File: src/hdl/lcs_defs.vh
// Register offsets, field positions, reset values and timing counts of the card sense threshold unit.
`ifndef LCS_DEFS_VH
`define LCS_DEFS_VH

// ----------------------------------------
// Register offsets
// ----------------------------------------
`define LCS_OFS_OPTIONS     8'h3a
`define LCS_OFS_QUAD_LOWER  8'h3f
`define LCS_OFS_QUAD_UPPER  8'h40
`define LCS_OFS_INPH_LOWER  8'h41
`define LCS_OFS_INPH_RESULT 8'h42
`define LCS_OFS_QUAD_RESULT 8'h43

// ----------------------------------------
// Field positions
// ----------------------------------------
`define LCS_BIT_FULL_DRIVE  3
`define LCS_BIT_FILTER      2
`define LCS_BIT_Q_UNSTABLE  1
`define LCS_BIT_I_UNSTABLE  0
`define LCS_BIT_SUPPRESS    6

// ----------------------------------------
// Reset values
// ----------------------------------------
`define LCS_RST_BORDER      8'h00
`define LCS_RST_OPTIONS     2'h0

// ----------------------------------------
// Timing
// ----------------------------------------
`define LCS_CLK_MHZ         250
`define LCS_SAMPLE_MAX_NS   4720
`define LCS_SAMPLE_MAX_CYC  ((`LCS_SAMPLE_MAX_NS * `LCS_CLK_MHZ) / 1000)

`endif

File: src/hdl/lcs_filter.v
// Noise filter and instability detector for one six-bit measurement channel.
`timescale 1ns/1ps
module lcs_filter (
	// Clock and reset
	input  wire       clk,
	input  wire       rst_n,
	// Control
	input  wire       start,
	input  wire       smp_valid,
	input  wire [5:0] smp,
	// Result
	output reg  [5:0] filt_reg,
	output reg        unstable_reg
);
	reg        first_reg;
	reg  [5:0] last_reg;
	wire [6:0] sum = {1'b0, filt_reg} + {1'b0, smp};

	// Running average of two; a changing sample marks the channel unstable.
	always @(posedge clk) begin
		if (!rst_n) begin
			filt_reg     <= 6'h00;
			last_reg     <= 6'h00;
			first_reg    <= 1'b1;
			unstable_reg <= 1'b0;
		end else if (start) begin
			first_reg    <= 1'b1;
			unstable_reg <= 1'b0;
		end else if (smp_valid) begin
			first_reg <= 1'b0;
			last_reg  <= smp;
			filt_reg  <= first_reg ? smp : sum[6:1];
			if (!first_reg && smp != last_reg)
				unstable_reg <= 1'b1;
		end
	end
endmodule

File: src/hdl/lcs_threshold_unit.v
// Card sense threshold evaluation, result latching and register file.
`timescale 1ns/1ps
`include "lcs_defs.vh"
module lcs_threshold_unit #(
	parameter NEW_VARIANT = 1
) (
	// Clock and reset
	input  wire       SYS_CLK,
	input  wire       RSTN,
	// Register port
	input  wire [7:0] REG_ADDR,
	input  wire       REG_WR,
	input  wire       REG_RD,
	input  wire [7:0] REG_WDATA,
	output reg  [7:0] REG_RDATA,
	// Measurement front end
	input  wire       MEAS_START,
	input  wire       MEAS_SAMPLE,
	input  wire [5:0] MEAS_I,
	input  wire [5:0] MEAS_Q,
	input  wire       MEAS_DONE,
	// Status and drive
	output reg        CARD_SENSE_IRQ_FLAG,
	input  wire       IRQ_FLAG_CLR,
	output reg        FULL_DRIVE_DURING_DETECT,
	output reg        SAMPLE_OVERRUN
);
	// ----------------------------------------
	// Input synchronisers
	// ----------------------------------------
	reg  [3:0]  sy1_reg;
	reg  [3:0]  sy2_reg;
	reg  [11:0] dat1_reg;
	reg  [11:0] dat2_reg;
	reg         start_d_reg;
	reg         done_d_reg;
	reg         smp_d_reg;
	wire        start_p = sy2_reg[0] & ~start_d_reg;
	wire        done_p  = sy2_reg[1] & ~done_d_reg;
	wire        smp_p   = sy2_reg[2] & ~smp_d_reg;
	wire        clr_lvl = sy2_reg[3];
	wire [5:0]  i_s     = dat2_reg[5:0];
	wire [5:0]  q_s     = dat2_reg[11:6];

	always @(posedge SYS_CLK) begin
		if (!RSTN) begin
			sy1_reg     <= 4'h0;
			sy2_reg     <= 4'h0;
			dat1_reg    <= 12'h000;
			dat2_reg    <= 12'h000;
			start_d_reg <= 1'b0;
			done_d_reg  <= 1'b0;
			smp_d_reg   <= 1'b0;
		end else begin
			sy1_reg     <= {IRQ_FLAG_CLR, MEAS_SAMPLE, MEAS_DONE, MEAS_START};
			sy2_reg     <= sy1_reg;
			dat1_reg    <= {MEAS_Q, MEAS_I};
			dat2_reg    <= dat1_reg;
			start_d_reg <= sy2_reg[0];
			done_d_reg  <= sy2_reg[1];
			smp_d_reg   <= sy2_reg[2];
		end
	end

	// ----------------------------------------
	// Filters
	// ----------------------------------------
	wire [5:0] i_filt;
	wire [5:0] q_filt;
	wire       i_unst;
	wire       q_unst;

	lcs_filter u_filt_i (
		.clk          (SYS_CLK),
		.rst_n        (RSTN),
		.start        (start_p),
		.smp_valid    (smp_p),
		.smp          (i_s),
		.filt_reg     (i_filt),
		.unstable_reg (i_unst)
	);

	lcs_filter u_filt_q (
		.clk          (SYS_CLK),
		.rst_n        (RSTN),
		.start        (start_p),
		.smp_valid    (smp_p),
		.smp          (q_s),
		.filt_reg     (q_filt),
		.unstable_reg (q_unst)
	);

	// ----------------------------------------
	// Registers
	// ----------------------------------------
	reg  [7:0]  quad_lower_reg;
	reg  [7:0]  quad_upper_reg;
	reg  [7:0]  inph_lower_reg;
	reg  [5:0]  inph_result_reg;
	reg  [5:0]  quad_result_reg;
	reg         suppress_reg;
	reg         filter_en_reg;
	reg  [15:0] smp_cnt_reg;
	wire        opt_on     = (NEW_VARIANT != 0);
	wire [31:0] smp_limit  = `LCS_SAMPLE_MAX_CYC;

	// ----------------------------------------
	// Threshold decision
	// ----------------------------------------
	// The three upper bit pairs build the in-phase upper border, highest pair first.
	wire [5:0]  inph_upper = {quad_lower_reg[7:6], quad_upper_reg[7:6], inph_lower_reg[7:6]};
	// With the filter off the synchronised live values are judged directly.
	wire [5:0]  i_eval     = filter_en_reg ? i_filt : i_s;
	wire [5:0]  q_eval     = filter_en_reg ? q_filt : q_s;
	wire        i_above    = (i_eval > inph_upper);
	wire        q_above    = (q_eval > quad_upper_reg[5:0]);
	wire        i_below    = (i_eval < inph_lower_reg[5:0]);
	wire        hit        = i_above | q_above | i_below;
	// A suppress write in the completion cycle already blocks that completion.
	wire        sup_wr     = REG_WR && (REG_ADDR == `LCS_OFS_QUAD_RESULT) && REG_WDATA[`LCS_BIT_SUPPRESS];
	wire        irq_set    = done_p && hit && !suppress_reg && !sup_wr;

	// ----------------------------------------
	// Threshold and option registers
	// ----------------------------------------
	always @(posedge SYS_CLK) begin
		if (!RSTN) begin
			quad_lower_reg           <= `LCS_RST_BORDER;
			quad_upper_reg           <= `LCS_RST_BORDER;
			inph_lower_reg           <= `LCS_RST_BORDER;
			filter_en_reg            <= 1'b0;
			FULL_DRIVE_DURING_DETECT <= 1'b0;
		end else if (REG_WR) begin
			case (REG_ADDR)
			`LCS_OFS_QUAD_LOWER: quad_lower_reg <= REG_WDATA;
			`LCS_OFS_QUAD_UPPER: quad_upper_reg <= REG_WDATA;
			`LCS_OFS_INPH_LOWER: inph_lower_reg <= REG_WDATA;
			`LCS_OFS_OPTIONS: begin
				// The older variant keeps this address reserved, so its writes are dropped.
				if (opt_on) begin
					FULL_DRIVE_DURING_DETECT <= REG_WDATA[`LCS_BIT_FULL_DRIVE];
					filter_en_reg            <= REG_WDATA[`LCS_BIT_FILTER];
				end
			end
			default: ;
			endcase
		end
	end

	// ----------------------------------------
	// Interrupt suppress
	// ----------------------------------------
	// A measurement start clears the suppress bit, even against a write in the same cycle.
	always @(posedge SYS_CLK) begin
		if (!RSTN)
			suppress_reg <= 1'b0;
		else if (start_p)
			suppress_reg <= 1'b0;
		else if (REG_WR && REG_ADDR == `LCS_OFS_QUAD_RESULT)
			suppress_reg <= REG_WDATA[`LCS_BIT_SUPPRESS];
	end

	// ----------------------------------------
	// Sample time supervision
	// ----------------------------------------
	// The counter saturates so that a stalled front end cannot wrap it back below the limit.
	always @(posedge SYS_CLK) begin
		if (!RSTN)
			smp_cnt_reg <= 16'h0000;
		else if (start_p)
			smp_cnt_reg <= 16'h0000;
		else if (smp_cnt_reg != 16'hffff)
			smp_cnt_reg <= smp_cnt_reg + 16'h0001;
	end

	// ----------------------------------------
	// Results
	// ----------------------------------------
	// Results and the overrun flag change only when a measurement completes.
	always @(posedge SYS_CLK) begin
		if (!RSTN) begin
			inph_result_reg <= 6'h00;
			quad_result_reg <= 6'h00;
			SAMPLE_OVERRUN  <= 1'b0;
		end else if (done_p) begin
			inph_result_reg <= i_eval;
			quad_result_reg <= q_eval;
			SAMPLE_OVERRUN  <= ({16'h0000, smp_cnt_reg} > smp_limit);
		end
	end

	// ----------------------------------------
	// Interrupt flag
	// ----------------------------------------
	// A new hit wins over a clear in the same cycle, so no event is lost.
	always @(posedge SYS_CLK) begin
		if (!RSTN)
			CARD_SENSE_IRQ_FLAG <= 1'b0;
		else if (irq_set)
			CARD_SENSE_IRQ_FLAG <= 1'b1;
		else if (clr_lvl)
			CARD_SENSE_IRQ_FLAG <= 1'b0;
	end

	// ----------------------------------------
	// Read path
	// ----------------------------------------
	always @(posedge SYS_CLK) begin
		if (!RSTN)
			REG_RDATA <= 8'h00;
		else if (REG_RD) begin
			case (REG_ADDR)
			`LCS_OFS_QUAD_LOWER:  REG_RDATA <= quad_lower_reg;
			`LCS_OFS_QUAD_UPPER:  REG_RDATA <= quad_upper_reg;
			`LCS_OFS_INPH_LOWER:  REG_RDATA <= inph_lower_reg;
			`LCS_OFS_INPH_RESULT: REG_RDATA <= {2'h0, inph_result_reg};
			`LCS_OFS_QUAD_RESULT: REG_RDATA <= {1'b0, suppress_reg, quad_result_reg};
			`LCS_OFS_OPTIONS:     REG_RDATA <= opt_on ?
				{4'h0, FULL_DRIVE_DURING_DETECT, filter_en_reg, q_unst, i_unst} : 8'h00;
			default:              REG_RDATA <= 8'h00;
			endcase
		end
	end
endmodule

File: config.mk
export PLATFORM = sky130hd
export DESIGN_NAME = lcs_threshold_unit
export DESIGN_NICKNAME = d
export VERILOG_FILES = /design/src/hdl/lcs_filter.v /design/src/hdl/lcs_threshold_unit.v
export VERILOG_INCLUDE_DIRS = /design/src /design/src/hdl
export SDC_FILE = /design/constraint.sdc
export NUM_CORES = 1
export LEC_CHECK = 0
export ABC_AREA = 1
export BUFFER_PORTS_ARGS = -buffer_cell sky130_fd_sc_hd__buf_2
export CORE_UTILIZATION = 49
export DETAILED_ROUTE_END_ITERATION = 7
export GPL_ROUTABILITY_DRIVEN = 0
export HOLD_SLACK_MARGIN = 0.1
export PLACE_DENSITY = 0.67
export SYNTH_ARGS = -nofsm -noshare
export SYNTH_HDL_FRONTEND = slang
export SYNTH_SLANG_ARGS = --single-unit
File: constraint.sdc
create_clock -name SYS_CLK -period 3.3 [get_ports SYS_CLK]
set_input_delay 0.99 -clock SYS_CLK [delete_from_list [all_inputs] [get_ports SYS_CLK]]
set_output_delay 0.99 -clock SYS_CLK [all_outputs]
set_load 0.02 [all_outputs]
# Word-level counts from Yosys, hierarchy flattened

Index checks and enable logic that the tools add are counted.

Register bits: 127
Input bits: 36
Output and inout bits: 11
Logic and storage cells: 78

Add/subtract/negate cells: 3
Magnitude comparators: 4
Equal/unequal tests: 9
Mux-type cells: 7
Bitwise operators: 10
Reductions and logical operators: 19

Operators with widths:

| cell                  | count |
|---|---|
| $pmux 8 s6            | 1 |
| $eq 8x7->1 const B    | 4 |
| $mux 6                | 4 |
| $add 16x1->16 const B | 1 |
| $eq 8x6->1 const B    | 2 |
| $gt 16x11->1 const B  | 1 |
| $ne 16x16->1 const B  | 1 |
| $add 6x6->7           | 2 |
| $reduce_and 2->1      | 7 |
| $gt 6x6->1            | 2 |
| $ne 6x6->1            | 2 |
| $logic_and 1x1->1     | 7 |
| $lt 6x6->1            | 1 |
| $not 1->1             | 5 |
| $and 1x1->1           | 3 |
| $logic_not 1->1       | 3 |
| $mux 1                | 2 |
| $or 1x1->1            | 2 |
| $reduce_bool 2->1     | 1 |
| $reduce_or 2->1       | 1 |

# Logic depth before layout (Yosys ltp)

Depth in word-level cells: 8
Depth in mapped cells: 12
Depth with buffers taken out: 12

# By module

Synthesis repeated with hierarchy kept, for this count alone.

Cells, all modules: 888
Area total of the unflattened synthesis: 6,358.6 µm²

Modules (own cells, without submodules):

| module             | instances | cells each | area each (µm²) | seq. area each (µm²) |
|---|---|---|---|---|
| lcs_threshold_unit | 1         | 636        | 4,636.9         | 2,001.9 |
| lcs_filter         | 2         | 126        | 860.8           | 280.3 |

# Least setup slack after synthesis

No wires, ideal clock.

Path type: in2reg
Start point: in REG_ADDR[7]
End point: reg filter_en_reg
Library setup time: 0.120 ns
Data arrival time: 1.894 ns
Data required time: 3.180 ns
Slack: 1.287 ns
Cell stages on the path: 6
Buffers on the path: 1
Cells stage by stage: nor3_1 -> and2_0 -> buf_2 -> nand2_1 -> o21ai_0 -> a21oi_1

Longest elaborated chain between the ends: 2

Ends and longest elaborated chain:

| element                    | RTL line                 | RTL |
|---|---|---|
| start: declaration         | lcs_threshold_unit.v:11  | `input wire [7:0] REG_ADDR,` |
| $eq 8x6->1                 | lcs_threshold_unit.v:134 | `case (REG_ADDR)` |
| $reduce_and 2->1 (no line) | --                       |  |
| end signal: assignment     | lcs_threshold_unit.v:142 | `` filter_en_reg <= REG_WDATA[`LCS_BIT_FILTER]; `` |
| end: declaration           | lcs_threshold_unit.v:102 | `reg filter_en_reg;` |

No other way between the ends.
A chain may end at the register's enable or synchronous reset.

# Worst setup path in the final report

Start point: reg filter_en_reg
End point: reg CARD_SENSE_IRQ_FLAG

Longest elaborated chain between the ends: 8
Elaborated cells between the ends (all ways): 12
Classes of those cells: 3 x order compare; 3 x mux; 2 x bitwise; 4 x reduce/logical

Ends and longest elaborated chain:

| element                                     | RTL line                 | RTL |
|---|---|---|
| $mux 6 *                                    | lcs_threshold_unit.v:114 | `wire [5:0] q_eval = filter_en_reg ? q_filt : q_s;` |
| net q_eval[1]                               | lcs_threshold_unit.v:114 |  |
| $gt 6x6->1 *                                | lcs_threshold_unit.v:116 | `wire q_above = (q_eval > quad_upper_reg[5:0]);` |
| $or 1x1->1 * (2 in a row)                   | lcs_threshold_unit.v:118 | `wire hit = i_above \| q_above \| i_below;` |
| $logic_and 1x1->1 * (3 in a row)            | lcs_threshold_unit.v:121 | `wire irq_set = done_p && hit && !suppress_reg && !sup_wr;` |
| $mux 1 or $reduce_bool 2->1 (tied branches) | --                       |  |
| end signal: assignment                      | lcs_threshold_unit.v:198 | `CARD_SENSE_IRQ_FLAG <= 1'b0;` |
| end signal: assignment                      | lcs_threshold_unit.v:200 | `CARD_SENSE_IRQ_FLAG <= 1'b1;` |
| end signal: assignment                      | lcs_threshold_unit.v:202 | `CARD_SENSE_IRQ_FLAG <= 1'b0;` |
| end: declaration                            | lcs_threshold_unit.v:23  | `output reg CARD_SENSE_IRQ_FLAG,` |

Mark *: on every way through the listed nets, which the timed path passes. The rest lies on a longest branch.

==> run metrics <==
final number of setup-violating endpoints=0; DRC Markers=0; Hold-fix buffers, CTS=0; most frequent CP cell=nand2_1; initial core utilization=50.9%; Layout area overhead=15.1%; Most used DFF post-synth=dfxtp_1; Synth Area in Simple Gates=25.2%; Die Ht=114 microns; EDFF count, synth=0; largest family of logic cells by synthesized area=simple AND/OR/NAND/NOR gates; status=finished, final reports clean; Area contributors post-synth=dfxtp_1, nand2_1, inv_1; Fin Clk Skew=0.00537 ns; CP peak stage delay=0.55 ns; r2r setup slk=1.16 ns; Synth area leader=dfxtp_1; internal power=2.76 mW; RR Endpoint=CARD_SENSE_IRQ_FLAG; DR iter-0 viols=424; leakage power=3.32 nW; Startpoint Class=flop; Worst-Margin Slew=0.775 ns; Clock Sinks=127; Reg-to-Reg Start=filter_en_reg; Synth Area in XOR/XNOR=1.84%; Clock Latency Late Sink=0.42 ns; Crit. End Element=flop; DR pass1 iterations=5; global-route wire length before repair=24,200 microns; Cell variety after synth=44; Seq pwr share=44.5%; Synth Area in Compound Gates=16.0%; CTS tree=yes; total power=3.64 mW; clk buf depth=2; number of global-route vias before repair=4,963; WP data required=3.59 ns; RSZ-0062 raised after global routing=false; Final Critical Period=2.14 ns; antenna diode count=0; Avg Inst Size Synth=7.17 sq um; critical setup path kind=reg2reg; Port Buffers=46; nets@finish=974; GRT Total Usage=24.0%; die width=114 microns; sequential element share of the synthesized area=41.1%; yosys warns=0; Synth Area in Adders=6.51%; max cap viols=0; vias per cell=5.05; worst hold path type=reg2reg; CP bufs+invs=2; via count=5,499; Fmax=467 MHz; max reg flops=16; total gr overflow=0; Core Rows=40; Clk pwr share=48.3%; power share of the combinational group=7.2%; core area=0.0122 sq mm; Post-CTS Setup Inserts=0; CP top delay family=flip-flops; CTS root buf=clkbuf_16; H-tree Lvls=4; DR WL/cell=13.3 microns; Synth top area share=41.1%; max-slew violations=0; syn_nets=930; smallest hold slack=0.407 ns; Detailed Place HPWL=10,200 microns; CP max FO=13; IO Pins=47; antenna-violating nets left=0; clock buffer count from CTS=17; Slew HR=48.3%; Switch Pwr=0.876 mW; fraction of power spent switching nets=24.1%; FF-to-FF path depth=12; ys async rst share=0%; Worst path slowest cell=dfxtp_1; Hold EP=dat2_reg[2]; DRT Wirelength=14,500 microns; clk slew on worst S/H paths=0.06 ns; critical path arrival=2.44 ns; post-layout util=58.5%; Hold Crit Depth=2; initial antenna violation count=0; pwr/cell area=511 mW/mm^2; synthesized cell area=0.00619 sq mm; pin count of the biggest net entering global routing=86; Max VDD drop=0.480 mV; cts repair resizes=0; synthesized instance count=863; setup TNS=0 ns; full die area=0.0131 sq mm; ratio of cells with drive above 1 in the final layout=11.4%; crit-path cells=buf_4, nand2_1, o21ai_0, ha_1, inv_1, nor2_1, o21ai_0, nand3_1, nand2_1, nand3_1, nand2_1, a21oi_1; HP Start=dat1_reg[2]; Fin. Hold Viols=0; period utilization=64.9%; FF+latch count, synth=127; mux contribution to synthesized area=0%
[cell usage after synthesis, drive strengths merged, types with 7 or more instances]
library cell / instances
buf: 9
o21ai: 85
a31oi: 8
a21oi: 81
clkbuf: 19
nand2: 191
xor2: 7
inv: 120
nor3: 14
ha: 29
nor2: 76
dfxtp: 127
nand3: 63
[area by class of cell]
| class | count | area [sq um] |
|---|---|---|
| repair buffers | 53 | 283 |
| inverters | 122 | 459 |
| well taps | 168 | 210 |
| clock inverters | 11 | 90.1 |
| flip-flops and latches | 127 | 2540 |
| fillers | 1179 | 5040 |
| clock buffers | 21 | 470 |
| multi-input cells | 586 | 3070 |
[power by group through the flow]
stage                     combinational [mW]  sequential [mW]  clock [mW]
after detailed placement               0.261             1.65           0
after floorplan                        0.177             1.64           0
after CTS                              0.263             1.62        1.79
final                                  0.263             1.62        1.76
after global routing                   0.304             1.62        1.86
after global placement                 0.259             1.65           0
[layout by cell type, fill, tap and decap left out, types with 2 or more instances in the layout]
master        n
nand2_1     188
dfxtp_1     127
inv_1       119
o21ai_0      85
a21oi_1      79
nor2_1       71
nand3_1      59
buf_2        46
ha_1         29
clkbuf_16    17
nor3_1       12
a31oi_1       8
xor2_1        7
clkinv_2      7
buf_4         7
xnor2_1       6
nand4_1       5
clkinvlp_4    4
nand3_2       3
clkbuf_8      3
o21bai_1      2
o211ai_1      2
a21oi_2       2
nand2_2       2
nor3_4        2
nor2_4        2
nor2_2        2
o21a_1        2
a21o_1        2
o22ai_1       2
fa_1          2
[per-stage QoR]
| step | instances | setup slack (ns) | instance area (sq um) |
|---|---|---|---|
| global route | 1088 | 0.930 | 7120 |
| global placement | 1056 | 0.823 | 6560 |
| detailed placement | 1056 | 0.807 | 6560 |
| CTS | 1088 | 1.19 | 7120 |
| finish | 1088 | 1.16 | 7120 |
| floorplan | 863 | 1.29 | 6190 |
[cell families (layout without fill, tap and decap cells)]
group	after synthesis	count (layout)
simple gates	355	355
buf+inv	150	207
compound gates	187	187
flops	127	127
xor+xnor	13	13
fa+ha+maj	31	31
[worst max path at each step]
stage                     depth (start not counted)          start  slack, ns                   to
final                                            12  filter_en_reg       1.16  CARD_SENSE_IRQ_FLAG
after CTS                                        12  filter_en_reg       1.19  CARD_SENSE_IRQ_FLAG
after floorplan                                   6    REG_ADDR[7]       1.29        filter_en_reg
after global placement                            6    REG_ADDR[7]       0.82        filter_en_reg
after global routing                             11    dat2_reg[3]       0.93  CARD_SENSE_IRQ_FLAG
after detailed placement                          6    REG_ADDR[7]       0.81        filter_en_reg
[routing by layer]
layer | global-route usage [%] | part of all wire [%]
met4 | 9.96 | 2.2
met3 | 6.30 | 4.9
met2 | 37.4 | 44
met5 | 0 | 0
met1 | 31.5 | 49
[worst reg2reg max path, stage by stage (launching register included)]
cell,delay [ns]
dfxtp_1,0.55
buf_4,0.25
nand2_1,0.06
o21ai_0,0.17
ha_1,0.33
inv_1,0.06
nor2_1,0.03
o21ai_0,0.15
nand3_1,0.09
nand2_1,0.06
nand3_1,0.10
nand2_1,0.10
a21oi_1,0.06
Note: power is estimated with default switching activity, not from simulation.
